$ cat config.mk
export PLATFORM = sky130hd
export DESIGN_NAME = asp3_top
export DESIGN_NICKNAME = d
export VERILOG_FILES = /design/src/rtl/asp3_pkg.sv /design/src/rtl/asp3_top.sv
export VERILOG_INCLUDE_DIRS = /design/src /design/src/rtl
export SDC_FILE = /design/constraint.sdc
export NUM_CORES = 1
export LEC_CHECK = 0
export ABC_AREA = 1
export BUFFER_PORTS_ARGS = -buffer_cell sky130_fd_sc_hd__buf_4
export CORE_MARGIN = 1
export CORE_UTILIZATION = 52
export CTS_CLUSTER_SIZE = 12
export DETAILED_ROUTE_END_ITERATION = 10
export PLACE_DENSITY = 0.81
export SLEW_MARGIN = 20
export SYNTH_ARGS = -nofsm -noshare
export SYNTH_HDL_FRONTEND = slang
export SYNTH_SLANG_ARGS = --single-unit
export TNS_END_PERCENT = 20
$ cat constraint.sdc
create_clock -name aclk -period 4.43 [get_ports aclk]
set_input_delay 0.443 -clock aclk [delete_from_list [all_inputs] [get_ports aclk]]
set_output_delay 0.443 -clock aclk [all_outputs]
set_load 0.02 [all_outputs]
$ cat src/rtl/asp3_regs.svh
`ifndef ASP3_REGS_SVH
`define ASP3_REGS_SVH

// register indices; byte address is four times the index
`define ASP3_IDX_CTRL      16'h7f70
`define ASP3_IDX_FMT       16'h7f71
`define ASP3_IDX_TXH       16'h7f72
`define ASP3_IDX_RXH       16'h7f73
`define ASP3_IDX_BAUD      16'h7f75

`define ASP3_RST_CTRL      8'h20
`define ASP3_RST_FMT       8'h00
`define ASP3_RST_TXH       8'h00
`define ASP3_RST_RXH       8'h00
`define ASP3_RST_BAUD      8'h00

// serial_control_status fields
`define ASP3_C_TRANSMIT_END_FLAG        7
`define ASP3_C_TRANSMIT_END_IRQ_ENABLE      6
`define ASP3_C_TRANSMIT_EMPTY_FLAG      5
`define ASP3_C_TRANSMIT_EMPTY_IRQ_ENABLE    4
`define ASP3_C_RUN         3
`define ASP3_C_RECEIVE_ERROR_FLAG        2
`define ASP3_C_RREADY      1
`define ASP3_C_RIE         0

// frame_format_wakeup fields
`define ASP3_F_STOP_LENGTH_SELECT        7
`define ASP3_F_DIV         6
`define ASP3_F_SCK_HI      5
`define ASP3_F_SCK_LO      4
`define ASP3_F_PARITY_TYPE_SELECT        3
`define ASP3_F_PEN         2
`define ASP3_F_WAKEUP_FLAG      1
`define ASP3_F_WAKEUP_IRQ_ENABLE       0

// mode 1 rate: crystal hz and bit rate, as accumulator limit and step
`define ASP3_XTAL_HZ       16'h8000
`define ASP3_MODE1_BPS     16'h2580

`define ASP3_RESP_OKAY     2'b00
`define ASP3_RESP_SLVERR   2'b10

`endif

$ cat src/rtl/asp3_pkg.sv
package asp3_pkg;

    typedef enum logic [2:0] {
        ASP3_TX_IDLE,
        ASP3_TX_START,
        ASP3_TX_DATA,
        ASP3_TX_PAR,
        ASP3_TX_STOP
    } asp3_tx_state_e;

    typedef enum logic [2:0] {
        ASP3_RX_IDLE,
        ASP3_RX_START,
        ASP3_RX_DATA,
        ASP3_RX_PAR,
        ASP3_RX_STOP
    } asp3_rx_state_e;

endpackage : asp3_pkg

$ cat src/rtl/asp3_top.sv
// Operation
// - set transmit-end after stop with holding empty
// - clear transmit-end when holding moves to shifter
// - transmit-empty read-only, set on move, cleared by write
// - one interrupt when any flag except receive-error and its enable are set
// - run bit stops or starts serial circuit
// - receive-error on parity, overrun or stop error
// - receive-ready set at stop, cleared by read
// - stop-length select picks one or two stops
// - receive checks first stop only, low starts next
// - mode 0 bit period from divider and prescale
// - clock-source field selects baud clock source
// - parity type even or odd in mode 0
// - parity enable inserts and checks parity, mode 0
// - wakeup flag set when enabled and pin low
// - divider zero selects mode 1
// - transmit start copies holding into shifter
// - receive end moves shifter into receive data
// - eight data bits, least significant first
// - mode 1 runs 9600 bps from crystal
// - keeps running and interrupting in processor halt
//
// Chosen here: register access over AXI4-Lite.
`include "asp3_regs.svh"

module asp3_top
    import asp3_pkg::*;
(
    input  wire logic        aclk,
    input  wire logic        aresetn,
    input  wire logic [31:0] s_axi_awaddr,
    input  wire logic        s_axi_awvalid,
    output logic             s_axi_awready,
    input  wire logic [31:0] s_axi_wdata,
    input  wire logic [3:0]  s_axi_wstrb,
    input  wire logic        s_axi_wvalid,
    output logic             s_axi_wready,
    output logic [1:0]       s_axi_bresp,
    output logic             s_axi_bvalid,
    input  wire logic        s_axi_bready,
    input  wire logic [31:0] s_axi_araddr,
    input  wire logic        s_axi_arvalid,
    output logic             s_axi_arready,
    output logic [31:0]      s_axi_rdata,
    output logic [1:0]       s_axi_rresp,
    output logic             s_axi_rvalid,
    input  wire logic        s_axi_rready,
    input  wire logic        ext_baud_pin,
    input  wire logic        first_oscillator,
    input  wire logic        second_oscillator,
    input  wire logic        rxd,
    output logic             txd,
    output logic             irq
);

    ////////////////////////////////////////////////////////////////////////
    // pin synchronisers and baud source cycle detection

    logic [3:0] sync1_reg;
    logic [3:0] sync2_reg;
    logic [2:0] src_last_reg;
    logic [3:0] sync1_next;
    logic [2:0] src_last_next;
    logic [2:0] src_rise;
    logic       cyc_tick;
    logic       rx_pin;

    logic [7:0] ctrl_reg;
    logic [7:0] fmt_reg;
    logic [7:0] txh_reg;
    logic [7:0] rxh_reg;
    logic [7:0] baud_reg;

    always_comb begin
        sync1_next    = {rxd, second_oscillator, first_oscillator, ext_baud_pin};
        src_last_next = sync2_reg[2:0];
        src_rise      = sync2_reg[2:0] & ~src_last_reg;
        rx_pin        = sync2_reg[3];
        case (fmt_reg[`ASP3_F_SCK_HI:`ASP3_F_SCK_LO])
            2'b00:   cyc_tick = 1'b1;
            2'b01:   cyc_tick = src_rise[0];
            2'b10:   cyc_tick = src_rise[1];
            default: cyc_tick = src_rise[2];
        endcase
    end

    always_ff @(posedge aclk) begin
        if (!aresetn) begin
            sync1_reg    <= 4'hf;
            sync2_reg    <= 4'hf;
            // matches the synchroniser preload so no false source edge follows reset
            src_last_reg <= 3'h7;
        end else begin
            sync1_reg    <= sync1_next;
            sync2_reg    <= sync1_reg;
            src_last_reg <= src_last_next;
        end
    end

    ////////////////////////////////////////////////////////////////////////
    // bit timing: fractional accumulator serves both modes

    logic        mode1;
    logic [15:0] acc_step;
    logic [15:0] acc_limit;

    always_comb begin
        mode1 = (baud_reg == 8'h00);
        if (mode1) begin
            acc_step  = `ASP3_MODE1_BPS;
            acc_limit = `ASP3_XTAL_HZ;
        end else if (fmt_reg[`ASP3_F_DIV]) begin
            acc_step  = 16'h0001;
            acc_limit = {{4'h0, baud_reg} + 12'h001, 4'h0};
        end else begin
            acc_step  = 16'h0001;
            acc_limit = {{6'h00, baud_reg} + 14'h0001, 2'h0};
        end
    end

    // returns {bit tick, new accumulator}
    function automatic logic [16:0] acc_adv(input logic [15:0] acc,
                                            input logic        cyc,
                                            input logic [15:0] step,
                                            input logic [15:0] limit);
        logic [16:0] sum;
        sum = {1'b0, acc} + {1'b0, step};
        if (!cyc)
            acc_adv = {1'b0, acc};
        else if (sum >= {1'b0, limit})
            acc_adv = {1'b1, sum[15:0] - limit};
        else
            acc_adv = {1'b0, sum[15:0]};
    endfunction : acc_adv

    ////////////////////////////////////////////////////////////////////////
    // transmitter

    asp3_tx_state_e tx_state_reg;
    asp3_tx_state_e tx_state_next;
    logic [8:0]     tx_shifter_reg;
    logic [8:0]     tx_shifter_next;
    logic [15:0]    tx_acc_reg;
    logic [15:0]    tx_acc_next;
    logic [3:0]     tx_cnt_reg;
    logic [3:0]     tx_cnt_next;
    logic           txd_next;
    logic           tx_hit;
    logic           tx_load;
    logic           tx_done;
    logic           par_on;
    logic [16:0]    tx_adv;

    always_comb begin
        par_on          = !mode1 && fmt_reg[`ASP3_F_PEN];
        tx_adv          = acc_adv(tx_acc_reg, cyc_tick, acc_step, acc_limit);
        tx_hit          = tx_adv[16];
        tx_acc_next     = tx_adv[15:0];
        tx_state_next   = tx_state_reg;
        tx_shifter_next = tx_shifter_reg;
        tx_cnt_next     = tx_cnt_reg;
        tx_load         = 1'b0;
        tx_done         = 1'b0;
        case (tx_state_reg)
            ASP3_TX_IDLE: begin
                tx_acc_next = 16'h0000;
                if (!ctrl_reg[`ASP3_C_TRANSMIT_EMPTY_FLAG])
                    tx_load = 1'b1;
            end
            ASP3_TX_START: begin
                if (tx_hit) begin
                    tx_state_next = ASP3_TX_DATA;
                    tx_cnt_next   = 4'h0;
                end
            end
            ASP3_TX_DATA: begin
                if (tx_hit) begin
                    tx_shifter_next = {1'b1, tx_shifter_reg[8:1]};
                    tx_cnt_next     = tx_cnt_reg + 4'h1;
                    if (tx_cnt_reg == 4'h7) begin
                        tx_cnt_next   = 4'h0;
                        tx_state_next = par_on ? ASP3_TX_PAR : ASP3_TX_STOP;
                    end
                end
            end
            ASP3_TX_PAR: begin
                if (tx_hit)
                    tx_state_next = ASP3_TX_STOP;
            end
            ASP3_TX_STOP: begin
                if (tx_hit) begin
                    tx_cnt_next = tx_cnt_reg + 4'h1;
                    if (tx_cnt_reg[0] == fmt_reg[`ASP3_F_STOP_LENGTH_SELECT]) begin
                        if (!ctrl_reg[`ASP3_C_TRANSMIT_EMPTY_FLAG])
                            tx_load = 1'b1;
                        else begin
                            tx_done       = 1'b1;
                            tx_state_next = ASP3_TX_IDLE;
                        end
                    end
                end
            end
            default: tx_state_next = ASP3_TX_IDLE;
        endcase
        if (tx_load) begin
            // parity over the eight data bits, odd type inverts it
            tx_shifter_next = {(^txh_reg) ^ fmt_reg[`ASP3_F_PARITY_TYPE_SELECT], txh_reg};
            tx_state_next   = ASP3_TX_START;
            tx_acc_next     = 16'h0000;
        end
        if (!ctrl_reg[`ASP3_C_RUN]) begin
            tx_state_next = ASP3_TX_IDLE;
            tx_load       = 1'b0;
            tx_done       = 1'b0;
        end
        case (tx_state_next)
            ASP3_TX_START: txd_next = 1'b0;
            ASP3_TX_DATA:  txd_next = tx_shifter_next[0];
            ASP3_TX_PAR:   txd_next = tx_shifter_next[0];
            default:       txd_next = 1'b1;
        endcase
    end

    always_ff @(posedge aclk) begin
        if (!aresetn) begin
            tx_state_reg   <= ASP3_TX_IDLE;
            tx_shifter_reg <= 9'h1ff;
            tx_acc_reg     <= 16'h0000;
            tx_cnt_reg     <= 4'h0;
            txd            <= 1'b1;
        end else begin
            tx_state_reg   <= tx_state_next;
            tx_shifter_reg <= tx_shifter_next;
            tx_acc_reg     <= tx_acc_next;
            tx_cnt_reg     <= tx_cnt_next;
            txd            <= txd_next;
        end
    end

    ////////////////////////////////////////////////////////////////////////
    // receiver: samples each bit at its middle

    asp3_rx_state_e rx_state_reg;
    asp3_rx_state_e rx_state_next;
    logic [7:0]     rx_shifter_reg;
    logic [7:0]     rx_shifter_next;
    logic [15:0]    rx_acc_reg;
    logic [15:0]    rx_acc_next;
    logic [2:0]     rx_cnt_reg;
    logic [2:0]     rx_cnt_next;
    logic           rx_perr_reg;
    logic           rx_perr_next;
    logic           rx_hit;
    logic           rx_done;
    logic           rx_err;
    logic [16:0]    rx_adv;

    always_comb begin
        rx_adv          = acc_adv(rx_acc_reg, cyc_tick, acc_step, acc_limit);
        rx_hit          = rx_adv[16];
        rx_acc_next     = rx_adv[15:0];
        rx_state_next   = rx_state_reg;
        rx_shifter_next = rx_shifter_reg;
        rx_cnt_next     = rx_cnt_reg;
        rx_perr_next    = rx_perr_reg;
        rx_done         = 1'b0;
        rx_err          = 1'b0;
        case (rx_state_reg)
            ASP3_RX_IDLE: begin
                // half-period preload lands samples mid-bit
                rx_acc_next = {1'b0, acc_limit[15:1]};
                if (!rx_pin) begin
                    rx_state_next = ASP3_RX_START;
                    rx_perr_next  = 1'b0;
                end
            end
            ASP3_RX_START: begin
                if (rx_hit) begin
                    rx_cnt_next   = 3'h0;
                    rx_state_next = rx_pin ? ASP3_RX_IDLE : ASP3_RX_DATA;  // glitch
                end
            end
            ASP3_RX_DATA: begin
                if (rx_hit) begin
                    rx_shifter_next = {rx_pin, rx_shifter_reg[7:1]};
                    rx_cnt_next     = rx_cnt_reg + 3'h1;
                    if (rx_cnt_reg == 3'h7)
                        rx_state_next = par_on ? ASP3_RX_PAR : ASP3_RX_STOP;
                end
            end
            ASP3_RX_PAR: begin
                if (rx_hit) begin
                    rx_perr_next  = rx_pin != ((^rx_shifter_reg) ^ fmt_reg[`ASP3_F_PARITY_TYPE_SELECT]);
                    rx_state_next = ASP3_RX_STOP;
                end
            end
            ASP3_RX_STOP: begin
                // only the first stop is checked; idle then hunts a new start
                if (rx_hit) begin
                    rx_done       = 1'b1;
                    rx_err        = rx_perr_reg || !rx_pin
                                    || ctrl_reg[`ASP3_C_RREADY];
                    rx_state_next = ASP3_RX_IDLE;
                end
            end
            default: rx_state_next = ASP3_RX_IDLE;
        endcase
        if (!ctrl_reg[`ASP3_C_RUN]) begin
            rx_state_next = ASP3_RX_IDLE;
            rx_done       = 1'b0;
            rx_err        = 1'b0;
        end
    end

    always_ff @(posedge aclk) begin
        if (!aresetn) begin
            rx_state_reg   <= ASP3_RX_IDLE;
            rx_shifter_reg <= 8'h00;
            rx_acc_reg     <= 16'h0000;
            rx_cnt_reg     <= 3'h0;
            rx_perr_reg    <= 1'b0;
        end else begin
            rx_state_reg   <= rx_state_next;
            rx_shifter_reg <= rx_shifter_next;
            rx_acc_reg     <= rx_acc_next;
            rx_cnt_reg     <= rx_cnt_next;
            rx_perr_reg    <= rx_perr_next;
        end
    end

    ////////////////////////////////////////////////////////////////////////
    // axi4-lite slave and register file

    logic        aw_held_reg;
    logic        w_held_reg;
    logic [31:0] awaddr_reg;
    logic [31:0] wdata_reg;
    logic        wstrb0_reg;
    logic        aw_held_next;
    logic        w_held_next;
    logic [31:0] awaddr_next;
    logic [31:0] wdata_next;
    logic        wstrb0_next;
    logic        awready_next;
    logic        wready_next;
    logic        bvalid_next;
    logic [1:0]  bresp_next;
    logic        arready_next;
    logic        rvalid_next;
    logic [31:0] rdata_next;
    logic [1:0]  rresp_next;
    logic        do_wr;
    logic        wr_hit;
    logic        rd_take;
    logic [7:0]  rd_val;
    logic        rd_hit;
    logic        rd_rxh;
    logic [7:0]  wb;
    logic [7:0]  ctrl_next;
    logic [7:0]  fmt_next;
    logic [7:0]  txh_next;
    logic [7:0]  rxh_next;
    logic [7:0]  baud_next;
    logic        irq_next;

    function automatic logic at(input logic [31:0] a, input logic [15:0] idx);
        at = (a[31:2] == {14'h0000, idx}) && (a[1:0] == 2'b00);
    endfunction : at

    always_comb begin
        aw_held_next = aw_held_reg;
        w_held_next  = w_held_reg;
        awaddr_next  = awaddr_reg;
        wdata_next   = wdata_reg;
        wstrb0_next  = wstrb0_reg;
        bvalid_next  = s_axi_bvalid;
        bresp_next   = s_axi_bresp;
        if (s_axi_awvalid && s_axi_awready) begin
            aw_held_next = 1'b1;
            awaddr_next  = s_axi_awaddr;
        end
        if (s_axi_wvalid && s_axi_wready) begin
            w_held_next = 1'b1;
            wdata_next  = s_axi_wdata;
            wstrb0_next = s_axi_wstrb[0];
        end
        do_wr  = aw_held_reg && w_held_reg && !s_axi_bvalid;
        wr_hit = at(awaddr_reg, `ASP3_IDX_CTRL) || at(awaddr_reg, `ASP3_IDX_FMT)
                 || at(awaddr_reg, `ASP3_IDX_TXH) || at(awaddr_reg, `ASP3_IDX_BAUD);
        if (do_wr) begin
            aw_held_next = 1'b0;
            w_held_next  = 1'b0;
            bvalid_next  = 1'b1;
            bresp_next   = wr_hit ? `ASP3_RESP_OKAY : `ASP3_RESP_SLVERR;
        end else if (s_axi_bvalid && s_axi_bready)
            bvalid_next = 1'b0;
        awready_next = !aw_held_next && !bvalid_next;
        wready_next  = !w_held_next && !bvalid_next;

        rd_take = s_axi_arvalid && s_axi_arready;
        rd_hit  = 1'b1;
        rd_rxh  = 1'b0;
        if (at(s_axi_araddr, `ASP3_IDX_CTRL))
            rd_val = ctrl_reg;
        else if (at(s_axi_araddr, `ASP3_IDX_FMT))
            rd_val = fmt_reg;
        else if (at(s_axi_araddr, `ASP3_IDX_TXH))
            rd_val = txh_reg;
        else if (at(s_axi_araddr, `ASP3_IDX_RXH)) begin
            rd_val = rxh_reg;
            rd_rxh = rd_take;
        end else if (at(s_axi_araddr, `ASP3_IDX_BAUD))
            rd_val = baud_reg;
        else begin
            rd_val = 8'h00;
            rd_hit = 1'b0;
        end
        rvalid_next  = s_axi_rvalid;
        rdata_next   = s_axi_rdata;
        rresp_next   = s_axi_rresp;
        if (rd_take) begin
            rvalid_next = 1'b1;
            rdata_next  = {24'h00_0000, rd_val};
            rresp_next  = rd_hit ? `ASP3_RESP_OKAY : `ASP3_RESP_SLVERR;
        end else if (s_axi_rvalid && s_axi_rready)
            rvalid_next = 1'b0;
        arready_next = !rvalid_next;

        // register file; hardware set wins over software clear
        wb        = wdata_reg[7:0];
        ctrl_next = ctrl_reg;
        fmt_next  = fmt_reg;
        txh_next  = txh_reg;
        rxh_next  = rxh_reg;
        baud_next = baud_reg;
        if (do_wr && wstrb0_reg) begin
            if (at(awaddr_reg, `ASP3_IDX_CTRL)) begin
                ctrl_next[`ASP3_C_TRANSMIT_END_IRQ_ENABLE]   = wb[`ASP3_C_TRANSMIT_END_IRQ_ENABLE];
                ctrl_next[`ASP3_C_TRANSMIT_EMPTY_IRQ_ENABLE] = wb[`ASP3_C_TRANSMIT_EMPTY_IRQ_ENABLE];
                ctrl_next[`ASP3_C_RUN]      = wb[`ASP3_C_RUN];
                ctrl_next[`ASP3_C_RIE]      = wb[`ASP3_C_RIE];
                ctrl_next[`ASP3_C_TRANSMIT_END_FLAG]     = ctrl_reg[`ASP3_C_TRANSMIT_END_FLAG] & wb[`ASP3_C_TRANSMIT_END_FLAG];
                ctrl_next[`ASP3_C_RECEIVE_ERROR_FLAG]     = ctrl_reg[`ASP3_C_RECEIVE_ERROR_FLAG] & wb[`ASP3_C_RECEIVE_ERROR_FLAG];
            end
            if (at(awaddr_reg, `ASP3_IDX_FMT))
                fmt_next = {wb[7:2], fmt_reg[`ASP3_F_WAKEUP_FLAG] & wb[`ASP3_F_WAKEUP_FLAG],
                            wb[`ASP3_F_WAKEUP_IRQ_ENABLE]};
            if (at(awaddr_reg, `ASP3_IDX_TXH)) begin
                txh_next                  = wb;
                ctrl_next[`ASP3_C_TRANSMIT_EMPTY_FLAG] = 1'b0;
            end
            if (at(awaddr_reg, `ASP3_IDX_BAUD))
                baud_next = wb;
        end
        if (rd_rxh)
            ctrl_next[`ASP3_C_RREADY] = 1'b0;
        if (tx_load) begin
            ctrl_next[`ASP3_C_TRANSMIT_EMPTY_FLAG] = 1'b1;
            ctrl_next[`ASP3_C_TRANSMIT_END_FLAG]   = 1'b0;
        end
        if (tx_done)
            ctrl_next[`ASP3_C_TRANSMIT_END_FLAG] = 1'b1;
        if (rx_done) begin
            rxh_next                  = rx_shifter_reg;
            ctrl_next[`ASP3_C_RREADY] = 1'b1;
        end
        if (rx_err)
            ctrl_next[`ASP3_C_RECEIVE_ERROR_FLAG] = 1'b1;
        if (fmt_reg[`ASP3_F_WAKEUP_IRQ_ENABLE] && !rx_pin)
            fmt_next[`ASP3_F_WAKEUP_FLAG] = 1'b1;
        // no halt input: nothing here ever pauses, so the request wakes the core
        irq_next = (ctrl_reg[`ASP3_C_TRANSMIT_END_FLAG] & ctrl_reg[`ASP3_C_TRANSMIT_END_IRQ_ENABLE])
                   | (ctrl_reg[`ASP3_C_TRANSMIT_EMPTY_FLAG] & ctrl_reg[`ASP3_C_TRANSMIT_EMPTY_IRQ_ENABLE])
                   | (ctrl_reg[`ASP3_C_RREADY] & ctrl_reg[`ASP3_C_RIE])
                   | (fmt_reg[`ASP3_F_WAKEUP_FLAG] & fmt_reg[`ASP3_F_WAKEUP_IRQ_ENABLE]);
    end

    always_ff @(posedge aclk) begin
        if (!aresetn) begin
            aw_held_reg   <= 1'b0;
            w_held_reg    <= 1'b0;
            awaddr_reg    <= 32'h0000_0000;
            wdata_reg     <= 32'h0000_0000;
            wstrb0_reg    <= 1'b0;
            s_axi_awready <= 1'b0;
            s_axi_wready  <= 1'b0;
            s_axi_bvalid  <= 1'b0;
            s_axi_bresp   <= `ASP3_RESP_OKAY;
            s_axi_arready <= 1'b0;
            s_axi_rvalid  <= 1'b0;
            s_axi_rdata   <= 32'h0000_0000;
            s_axi_rresp   <= `ASP3_RESP_OKAY;
            ctrl_reg      <= `ASP3_RST_CTRL;
            fmt_reg       <= `ASP3_RST_FMT;
            txh_reg       <= `ASP3_RST_TXH;
            rxh_reg       <= `ASP3_RST_RXH;
            baud_reg      <= `ASP3_RST_BAUD;
            irq           <= 1'b0;
        end else begin
            aw_held_reg   <= aw_held_next;
            w_held_reg    <= w_held_next;
            awaddr_reg    <= awaddr_next;
            wdata_reg     <= wdata_next;
            wstrb0_reg    <= wstrb0_next;
            s_axi_awready <= awready_next;
            s_axi_wready  <= wready_next;
            s_axi_bvalid  <= bvalid_next;
            s_axi_bresp   <= bresp_next;
            s_axi_arready <= arready_next;
            s_axi_rvalid  <= rvalid_next;
            s_axi_rdata   <= rdata_next;
            s_axi_rresp   <= rresp_next;
            ctrl_reg      <= ctrl_next;
            fmt_reg       <= fmt_next;
            txh_reg       <= txh_next;
            rxh_reg       <= rxh_next;
            baud_reg      <= baud_next;
            irq           <= irq_next;
        end
    end

endmodule : asp3_top

**Yosys cells after proc, flatten, opt, wreduce, memory -nomap -nowiden**

Cells that the tools add are included.

- Add/subtract/negate cells: 8
- Eq/ne operators: 35
- Bitwise operators: 15
- Multiplexer cells: 94
- Magnitude comparators: 2
- Reduce and logical (&&, ||, !) cells: 72

Operators with widths:

| operator | count |
|---|---|
| 30-bit by 15-bit == test with 1-bit output, second input constant | 9 |
| 17-bit two-way mux | 4 |
| 3-bit two-way mux | 18 |
| 1-bit two-way mux | 41 |
| 8-bit two-way mux | 5 |
| 16-bit by 16-bit adder with 17-bit output | 2 |
| 17-bit by 16-bit greater-or-equal comparator with 1-bit output | 2 |
| 16-bit subtractor | 2 |
| 3-bit one-hot mux with 5 select lines | 2 |
| 9-bit two-way mux | 3 |
| 1-bit logical AND | 21 |
| 2-bit AND reduction | 10 |
| 2-bit nonzero test | 10 |
| 8-bit by 1-bit adder with 9-bit output, second input constant | 2 |
| 3-bit by 2-bit == test with 1-bit output, second input constant | 6 |
| 2-bit inequality test, second input constant | 9 |
| 16-bit two-way mux | 1 |
| 4-bit two-way mux | 4 |
| 8-bit XOR reduction | 2 |
| 15-bit two-way mux | 1 |
| 14-bit two-way mux | 1 |
| 13-bit two-way mux | 1 |
| 2-bit two-way mux | 6 |
| 4-bit one-hot mux with 3 select lines | 1 |
| 30 further kinds | 63 |

- Logic and storage cells: 265
- Register bits after elaboration: 176
- Bits of input ports: 111
- Output and inout port bits: 43

**Logic depth before layout (Yosys ltp)**

Gate-level depths: netlist (run 1).

- Depth after elaboration: 13
- Depth in mapped cells: 31
- Gate-level depth less buffers: 30

**Worst setup path after synthesis (run 1)**

OpenSTA, ideal clock, no wires.

- Path type: flip-flop to flip-flop
- From: reg baud_reg[0]
- To: reg txd
- Setup slack: 0.159 ns
- Stages on the path, launching flop included: 28
- Library setup time: 0.112 ns
- Arrival time: 4.159 ns
- Period minus slack after synthesis: 4.271 ns
- Path buffers: 1
- Path through: dfxtp_1 inv_1 ha_1 nand3_1 nor2_1 inv_1 ha_1 ha_1 nand2_1 nor2_4 a31oi_1 o31ai_1 xor2_1 ha_1 a21o_1 a21oi_1 nand2_1 nor2_1 nand4_1 nand2_1 nand2_1 buf_6 nand4_1 nand2_2 nand2_1 nand3_1 nand2_1 nand2_1

- Word-level cells in the longest chain between the ends: 13
- Elaborated cells between the ends (all ways): 31

Ends and longest elaborated chain:

| element | line | source |
|---|---|---|
| start, declared | asp3_top.sv:72 | `logic [7:0] baud_reg;` |
| start signal, assigned | asp3_top.sv:497 | `` baud_reg <= `ASP3_RST_BAUD; `` |
| start signal, assigned | asp3_top.sv:517 | `baud_reg <= baud_next;` |
| 8-bit logical NOT / 8-bit by 1-bit adder with 9-bit output (equally long branches) | asp3_top.sv:108, asp3_top.sv:114, asp3_top.sv:117 |  |
| 14-bit two-way mux / 13-bit two-way mux (equally long branches) | asp3_top.sv:109, asp3_top.sv:112 |  |
| 16-bit by 16-bit adder with 17-bit output / 16-bit two-way mux (equally long branches) | asp3_top.sv:127, asp3_top.sv:109 |  |
| 17-bit by 16-bit greater-or-equal comparator with 1-bit output | asp3_top.sv:130 | `else if (sum >= {1'b0, limit})` |
| 17-bit two-way mux | asp3_top.sv:130 |  |
| 17-bit two-way mux | asp3_top.sv:128 | `if (!cyc)` |
| 3-bit two-way mux (tied with other cells) | asp3_top.sv:191 | `if (tx_hit) begin` |
| 3-bit one-hot mux with 5 select lines / 1-bit one-hot mux with 2 select lines (equally long branches) | asp3_top.sv:164 | `case (tx_state_reg)` |
| 3-bit two-way mux | asp3_top.sv:205 | `if (tx_load) begin` |
| 3-bit two-way mux | asp3_top.sv:211 | `` if (!ctrl_reg[`ASP3_C_RUN]) begin `` |
| 3-bit by 2-bit == test with 1-bit output | asp3_top.sv:216 | `case (tx_state_next)` |
| 2-bit OR reduction (no source line) | - |  |
| 1-bit one-hot mux with 2 select lines (*) | asp3_top.sv:216 |  |
| end signal, assigned | asp3_top.sv:236 | `txd <= txd_next;` |
| end, declared | asp3_top.sv:52 | `output logic txd,` |

Every way passes the cells marked *; elsewhere a longest branch is shown, timed or not. The select of a mux whose other input is x is not followed.
A chain may end at the register's enable or synchronous reset.

**Worst setup path in the final report (run 1)**

- From: reg baud_reg[0]
- To: reg tx_acc_reg[1]

- Word-level cells in the longest chain between the ends: 9
- Elaborated cells between the ends (all ways): 14

Ends and longest elaborated chain:

| element | line | source |
|---|---|---|
| 8-bit logical NOT / 8-bit by 1-bit adder with 9-bit output (equally long branches) | asp3_top.sv:108, asp3_top.sv:114, asp3_top.sv:117 |  |
| 14-bit two-way mux / 13-bit two-way mux (equally long branches) | asp3_top.sv:109, asp3_top.sv:112 |  |
| 16-bit by 16-bit adder with 17-bit output / 16-bit two-way mux (equally long branches) | asp3_top.sv:127, asp3_top.sv:109 |  |
| 17-bit by 16-bit greater-or-equal comparator with 1-bit output | asp3_top.sv:130 |  |
| 17-bit two-way mux (*) | asp3_top.sv:130 |  |
| 17-bit two-way mux | asp3_top.sv:128 |  |
| 1-bit two-way mux | asp3_top.sv:191 |  |
| 1-bit one-hot mux with 2 select lines | asp3_top.sv:164 |  |
| 3-bit OR reduction (no source line) | - |  |
| end signal, assigned | asp3_top.sv:234 | `tx_acc_reg <= tx_acc_next;` |
| end, declared | asp3_top.sv:143 | `logic [15:0] tx_acc_reg;` |

Every way passes the cells marked *; elsewhere a longest branch is shown, timed or not.

==> results.yml, run 1 <==
outcome:
  status: "completed"
sta:
  timing.final.max_slew_violations: 0
  setup_viol: 0
  tightestPinTransition_ns: 0.884
  fmax_mhz: 236
  relSlewSlack_pct: 41.1
  min_period_ns: 4.23
  setup_slack_ns: 0.200
  hold_viol: 0
  skew_ns: 0.00929
  fin_tns_setup_ns: 0
  post-route-period-util_pct: 95.5
pwr:
  power_density_nw_per_um2: 291
  pwr-share-clk_pct: 45.1
  p_leak_uw: 0.00503
  irDropWorstVdd_mv: 0.261
  p_sw_uw: 913
  p_seq_share_pct: 48.2
  p_int_uw: 2480
  swShare_pct: 26.9
  combPwrFrac_pct: 6.7
floorplan:
  pin_count: 154
  die_h_um: 141
  die_w_um: 141
  rows: 50
  start_util_pct: 53.4
  core_um2: 18800
  dieArea_um2: 19900
synthesis:
  yosysTopAreaCellShare_pct: 34.6
  synth.top_cells.by_count: "263 x nand2_1, 174 x dfxtp_1, 169 x nor2_1"
  synth_area_leaders: "dfxtp_1 35%, nand2_1 9.8%, o21ai_0 7.1%"
  synth_most_common_cell: "nand2_1"
  synth_edf_count: 0
  synthMuxAreaShare_pct: 0
  synth_top_family_by_area: "simple AND/OR/NAND/NOR gates"
  post_synth_xor_area_fraction_pct: 5.66
  yosys.area.top_type: "dfxtp_1"
  synth_seq_cells: 174
  yosysWarnings: 0
  yosysSeqAreaShare_pct: 34.6
  syn_avg_cell_area_um2: 6.93
  synth_simple_gate_area_share_pct: 26.2
  synth_fa_ha_area_share_pct: 5.50
  synthCells: 1450
  ys_async_sr_fraction_pct: 0
  synth_cell_types: 50
  synth_compound_area_share_pct: 17.9
  synth_flop_cell: "dfxtp_1"
  netlist_area_um2: 10100
worst_setup_path:
  start_kind: "flop"
  cp_data_arrival_time_ns: 4.58
  required_ns: 4.78
  timing_worst_setup_path_type: "flop to flop"
  worstPathMaxFanout: 16
  cp_top_family: "simple AND/OR/NAND/NOR gates"
  path_buf_inv: 2
  endpoint_kind: "flop"
  cpMostUsedCell: "nand2_1"
  crit_slowest_cell: "dfxtp_2"
  slowest_delay_ns: 0.37
layout:
  layout-drive-gt1-share_pct: 14.2
  area_growth_pct: 16.0
  antennaDiodeCount: 0
  fin_nets: 1699
  fin_area_um2: 11700
  largest_reg_flops: 32
  fillers: 1699
placed_design:
  io_buffer_count: 100
  dpl-instance-area_um2: 10900
  pre_cts_slack_ns: 0.0260
  place_hpwl_um: 17800
  place_congestion: 0.903
global_route:
  first_global_vias: 8904
  antenna_found_initial: 0
  gr-total-overflow: 0
  grt.total_usage_pct: 25.0
  grt_pass1_wl_um: 40700
  grt_max_degree: 108
drt:
  dr.pass1.iters: 5
  initialDrtViolationCount: 805
  drt_wl_total_um: 24600
  routedWlPerCell_um: 13.5
  vias_per_cell: 5.38
  route.detailed.drc: 0
  vias: 9773
  antenna_left: 0
clock_network:
  clk_pin_slew_worst_paths_ns: 0.07
  hold_buffers: 0
  clk_path_buf_depth: 2
  root_buffer: "clkbuf_16"
  h-tree-depth: 4
  cts_tree: "built"
  clock_latency_ns: 0.44
  cts.sinks: 174
  cts_buffers: 17
min_path:
  hold_path_class: "input pin to flop"
run:
  cap_violations: 0
cells by family (layout without fill, tap and decap cells):
group	count (synthesis)	after routing
fa+ha+maj	43	43
xor+xnor	65	65
flops	174	174
compound gates	333	333
other cells	1	26
buf+inv	223	306
simple gates	611	611
stage by stage:
step           power [uW]  instances  util [%]  hold WS (ns)
2_1_floorplan        1820       1475         -         0.388
3_3_place_gp         1890       1775      57.8         0.400
3_5_place_dp         1900       1775      57.8         0.400
4_1_cts              3400       1807      61.0         0.187
5_1_grt              3510       1818      61.9         0.185
6_report             3390       1818      61.9         0.193
area by class of cell:
| class | instances | area (um2) | area share, % |
|---|---|---|---|
| Multi-Input combinational cell | 1078 | 5730 | 49.2 |
| Inverter | 150 | 569 | 4.88 |
| Tap cell | 260 | 325 | 2.79 |
| Timing Repair Buffer | 124 | 938 | 8.05 |
| Sequential cell | 174 | 3480 | 29.9 |
| Clock inverter | 15 | 184 | 1.58 |
| Clock buffer | 17 | 425 | 3.65 |
path summary, 6_finish.rpt:
path | from | end | slack (ns) | cells after the start
setup / recovery | baud_reg[0] | tx_acc_reg[1] | 0.20 | 25
hold / removal | ext_baud_pin | sync1_reg[0] | 0.19 | 2
setup reg to reg | baud_reg[0] | tx_acc_reg[1] | 0.20 | 25
hold reg to reg | sync1_reg[2] | sync2_reg[2] | 0.42 | 1
metal layers:
layer	wire length, um	track usage [%]	share of wire (%)	vias up
met3	1370	4.11	5.6	47
met4	588	9.27	2.4	0
met1	10900	31.3	44	4444
li1	-	-	-	4944
met2	11700	43.3	48	338
met5	0	0	0	-
cell usage in the layout (no fill, tap or decap), drive strengths merged, types with 16 or more instances in the layout:
cell type  Yosys  final
nand2        275    275
nor2         176    176
dfxtp        174    174
inv          148    156
o21ai        148    148
a21oi        130    130
buf           36    124
nand3         89     89
ha            41     41
xor2          38     38
xnor2         27     27
conb           1     26
nor3          23     23
clkbuf        37     17
nand4         16     16
power groups by stage:
stage	logic [uW]	clock network, uW	registers (uW)
6_report	226	1530	1640
4_1_cts	227	1540	1640
5_1_grt	254	1610	1640
3_3_place_gp	222	0	1670
3_5_place_dp	226	0	1670
2_1_floorplan	142	0	1670
timing repair:
action / in CTS / in global routing
gates resized for setup: 1 / 22
buffers inserted: 0 / 11
pin swaps: 0 / 8
endpoints found under the setup margin: 1 / 72
No activity file was read; power rests on OpenSTA's default activity.
==> run 2: changes to the inputs <==
--- a/config.mk
+++ b/config.mk
@@ -9,10 +9,10 @@
 export ABC_AREA = 1
 export BUFFER_PORTS_ARGS = -buffer_cell sky130_fd_sc_hd__buf_4
 export CORE_MARGIN = 1
-export CORE_UTILIZATION = 52
+export CORE_UTILIZATION = 45
 export CTS_CLUSTER_SIZE = 12
 export DETAILED_ROUTE_END_ITERATION = 10
-export PLACE_DENSITY = 0.81
+export PLACE_DENSITY = 0.72
 export SLEW_MARGIN = 20
 export SYNTH_ARGS = -nofsm -noshare
 export SYNTH_HDL_FRONTEND = slang
==> run 2 against run 1 <==
  * Utilization fell by 8.7 points
  * Non-clock buffer count fell by 5
  * Critical path depth rose by 3
  * Via count fell by 1.5%
  * Critical path type unchanged
  * Largest cell class unchanged
  * Highest routed layer unchanged
==> results.yml, run 2 (synthesis results as in run 1) <==
floorplan:
  die_w_um: 151
  die_h_um: 151
  start_util_pct: 45.9
  dieArea_um2: 22900
  core_um2: 21900
  rows: 54
  pin_count: 154
sta:
  rsz0062_at_grt: "false"
  skew_ns: 0.0196
  relSlewSlack_pct: 41.1
  setup_slack_ns: 0.406
  timing.final.max_slew_violations: 0
  hold_viol: 0
  setup_viol: 0
  post-route-period-util_pct: 90.8
  tightestPinTransition_ns: 0.883
  fin_tns_setup_ns: 0
  fmax_mhz: 249
  min_period_ns: 4.02
global_route:
  antenna_found_initial: 0
  grt_pass1_wl_um: 41400
  first_global_vias: 8730
  grt.total_usage_pct: 22.6
  grt_max_degree: 104
  gr-total-overflow: 0
layout:
  largest_reg_flops: 32
  antennaDiodeCount: 0
  final_common_cell: "nand2_1"
  area_growth_pct: 15.8
  fillers: 2124
  multi_input_area_um2: 5740
  fin_nets: 1694
  layout-drive-gt1-share_pct: 13.9
  final_util_pct: 53.2
  regArea_um2: 3480
  fin_cells: 1833
  layout_common_cells: "260 x nand2_1, 173 x dfxtp_1, 164 x nor2_1"
pwr:
  finalPower_uw: 3390
  irDropWorstVdd_mv: 0.258
  power_density_nw_per_um2: 291
  p_leak_uw: 0.00500
run:
  cap_violations: 0
clock_network:
  cts.sinks: 174
  h-tree-depth: 4
  clock_latency_ns: 0.45
  clk_pin_slew_worst_paths_ns: 0.08
  cts_buffers: 17
  cts_tree: "built"
  root_buffer: "clkbuf_16"
  clk_path_buf_depth: 2
drt:
  dr.pass1.iters: 5
  antenna_left: 0
  initialDrtViolationCount: 590
  vias: 9626
  drt_wl_total_um: 25300
  routedWlPerCell_um: 13.8
  route.detailed.drc: 0
  vias_per_cell: 5.25
worst_setup_path:
  cp_top_family: "simple AND/OR/NAND/NOR gates"
  endpoint_kind: "flop"
  timing_worst_setup_path_type: "flop to flop"
  path_buf_inv: 7
  start_kind: "flop"
  cpMostUsedCell: "inv_1"
  slowest_delay_ns: 0.39
  worstPathMaxFanout: 7
  reg2reg_depth: 28
  required_ns: 4.72
  crit_slowest_cell: "ha_2"
  cp_data_arrival_time_ns: 4.31
  cp.depth: 28
min_path:
  hold_path_class: "input pin to flop"
  hold_path_depth: 2
placed_design:
  pre_cts_slack_ns: 0.114
  place_congestion: 0.900
  dp.cells: 1799
  io_buffer_count: 100
  place_hpwl_um: 18500
outcome:
  status: "completed"
run 2: cell count changes in the layout (fill, tap and decap cells not counted), sizes merged:
cell      change
buf           -5
clkinvlp      -1
inv           +1
run 2: what timing repair did:
action | in CTS | in global routing
setup endpoints to repair | 0 | 73
buffers inserted | 0 | 2
hold buffers | 0 | 0
gates resized for setup | 0 | 23
run 2: path summary, 6_finish.rpt:
check	start	endpoint	slack, ns
max reg2reg	baud_reg[0]	rx_cnt_reg[1]	0.41
min	rxd	sync1_reg[3]	0.19
min reg2reg	sync1_reg[0]	sync2_reg[0]	0.41
max	baud_reg[0]	rx_cnt_reg[1]	0.41
run 2: power by group:
group	leakage, uW	switching (uW)	internal [uW]
Combinational	0.00329	130	99.3
Sequential	0.00141	28.8	1610
Clock	0.000295	756	769
Total	0.00500	916	2480
run 2: area by class of cell:
cell class,instances,share of cell area [%]
Tap cell,280,3.01
Clock inverter,15,1.56
Sequential cell,174,29.9
Timing Repair Buffer,119,7.70
Clock buffer,17,3.65
Inverter,150,4.84
Multi-Input combinational cell,1078,49.3
run 2: metrics by stage:
step,instance area (um2),hold slack (ns)
3_5_place_dp,10900,0.400
5_1_grt,11600,0.182
2_1_floorplan,10100,0.388
3_3_place_gp,10900,0.398
6_report,11600,0.192
4_1_cts,11500,0.185
run 2: per-layer routing:
layer | vias to the layer above | global-route usage (%) | routed length, um
met5 | - | 0 | 0
met4 | 0 | 6.45 | 376
met3 | 32 | 3.80 | 1250
met2 | 270 | 38.7 | 12100
met1 | 4405 | 29.1 | 11500
li1 | 4919 | - | -
==> run 3: changes to the inputs <==
--- a/config.mk
+++ b/config.mk
@@ -8,11 +8,14 @@
 export LEC_CHECK = 0
 export ABC_AREA = 1
 export BUFFER_PORTS_ARGS = -buffer_cell sky130_fd_sc_hd__buf_4
+export CELL_PAD_IN_SITES_DETAIL_PLACEMENT = 1
+export CELL_PAD_IN_SITES_GLOBAL_PLACEMENT = 2
 export CORE_MARGIN = 1
-export CORE_UTILIZATION = 45
+export CORE_UTILIZATION = 29
 export CTS_CLUSTER_SIZE = 12
 export DETAILED_ROUTE_END_ITERATION = 10
-export PLACE_DENSITY = 0.72
+export PLACE_DENSITY = 0.81
+export SKIP_LAST_GASP = 1
 export SLEW_MARGIN = 20
 export SYNTH_ARGS = -nofsm -noshare
 export SYNTH_HDL_FRONTEND = slang
==> run 3 against run 2 <==
  * Flip-flop and latch count unchanged
  * Non-clock buffer count increased by 14
  * Cell area increased by 3.0%
  * Wire length increased by 21%
  * Fmax decreased by 3.1%
  * Setup slack got worse by 0.13 ns
  * Clock skew decreased by 0.0058 ns
  * Clock-buffer cell count increased by 2
  * Cell count increased by 9.9%
  * Hold slack got worse by 0.018 ns
==> results.yml, run 3 (synthesis results as in run 1) <==
clock_network:
  clock_latency_ns: 0.45
  h-tree-depth: 4
  clk_pin_slew_worst_paths_ns: 0.08
  hold_buffers: 0
  root_buffer: "clkbuf_16"
  clk_path_buf_depth: 2
  cts.sinks: 174
  cts_tree: "built"
  cts_buffers: 17
worst_setup_path:
  slowest_delay_ns: 0.36
  endpoint_kind: "flop"
  worstPathMaxFanout: 9
  timing_worst_setup_path_type: "flop to flop"
  cp_data_arrival_time_ns: 4.50
  start_kind: "flop"
  required_ns: 4.77
  crit_slowest_cell: "dfxtp_2"
pwr:
  power_density_nw_per_um2: 290
  p_leak_uw: 0.00508
  irDropWorstVdd_mv: 0.287
  finalPower_uw: 3480
drt:
  vias: 9667
  route.detailed.drc: 0
  antenna_left: 0
  drt_wl_total_um: 30500
  initialDrtViolationCount: 358
  dr.pass1.iters: 5
  vias_per_cell: 4.80
  routedWlPerCell_um: 15.1
placed_design:
  place_hpwl_um: 23200
  dp.cells: 1977
  io_buffer_count: 100
  pre_cts_slack_ns: -0.128
  place_congestion: 0.818
global_route:
  grt.total_usage_pct: 17.5
  grt_pass1_wl_um: 50000
  gr-total-overflow: 0
  antenna_found_initial: 0
  first_global_vias: 9968
  grt_max_degree: 107
sta:
  hold_viol: 0
  timing.final.max_slew_violations: 0
  fmax_mhz: 241
  setup_slack_ns: 0.279
  setup_viol: 0
  fin_tns_setup_ns: 0
  tightestPinTransition_ns: 0.981
  relSlewSlack_pct: 34.6
  min_period_ns: 4.15
  skew_ns: 0.0138
  post-route-period-util_pct: 93.7
layout:
  multi_input_area_um2: 5760
  fillers: 4218
  layout-drive-gt1-share_pct: 14.9
  final_common_cell: "nand2_1"
  layout_common_cells: "260 x nand2_1, 173 x dfxtp_1, 163 x nor2_1"
  fin_nets: 1708
  area_growth_pct: 19.3
  largest_reg_flops: 32
  antennaDiodeCount: 0
  fin_cells: 2015
  regArea_um2: 3480
outcome:
  status: "completed"
min_path:
  hold_path_class: "input pin to flop"
floorplan:
  die_h_um: 188
  die_w_um: 188
  dieArea_um2: 35400
  core_um2: 33800
  start_util_pct: 29.8
  pin_count: 154
  rows: 67
run:
  cap_violations: 0
[run 3: changes by cell type in the layout (fill, tap and decap cells not counted), sizes merged]
cell / change
clkinvlp: +4
bufinv: +2
buf: +14
clkbuf: +2
inv: -3
clkinv: -5
[run 3: what timing repair did]
item	CTS	global route
setup endpoints to repair	24	74
resized for setup	3	29
buffers inserted	1	5
pin swaps	1	7
hold endpoints to repair	0	0
[run 3: stage by stage]
step	util [%]	cell area [um2]	hold WS, ns
after global routing	35.5	12000	0.159
after floorplan	-	10100	0.388
after CTS	35.1	11900	0.149
final	35.5	12000	0.174
after global placement	33.2	11200	0.401
after detailed placement	33.2	11200	0.404
[run 3: metal layers]
layer / track usage (%) / part of all wire [%]
met1: 22.0 / 47
met2: 30.2 / 48
met3: 3.58 / 3.6
met4: 4.69 / 1.4
met5: 0 / 0
[run 3: worst max-delay path: cells and delay by family, from the launching register on]
family	cells	cell delay, ns
xor+xnor	1	0.25
buf+inv	5	0.61
simple gates	16	1.57
compound gates	3	0.56
flops	1	0.36
fa+ha+maj	3	0.68
[run 3: power breakdown]
group	switching [uW]	internal, uW
Combinational	134	100
Clock	737	872
Sequential	30.4	1610
[run 3: path summary, 6_finish.rpt]
check	to	slack, ns	cells after the start	startpoint
setup / recovery	rx_shifter_reg[6]	0.28	28	baud_reg[0]
hold / removal	sync1_reg[3]	0.17	2	rxd
setup reg to reg	rx_shifter_reg[6]	0.28	28	baud_reg[0]
hold reg to reg	sync2_reg[2]	0.42	1	sync1_reg[2]
[run 3: layout make-up]
cell class	count	area share, %
repair buffers	133	8.42
flip-flops and latches	174	29.0
well taps	448	4.67
clock inverters	13	1.42
clock buffers	19	3.69
multi-input cells	1078	48.0
inverters	150	4.73
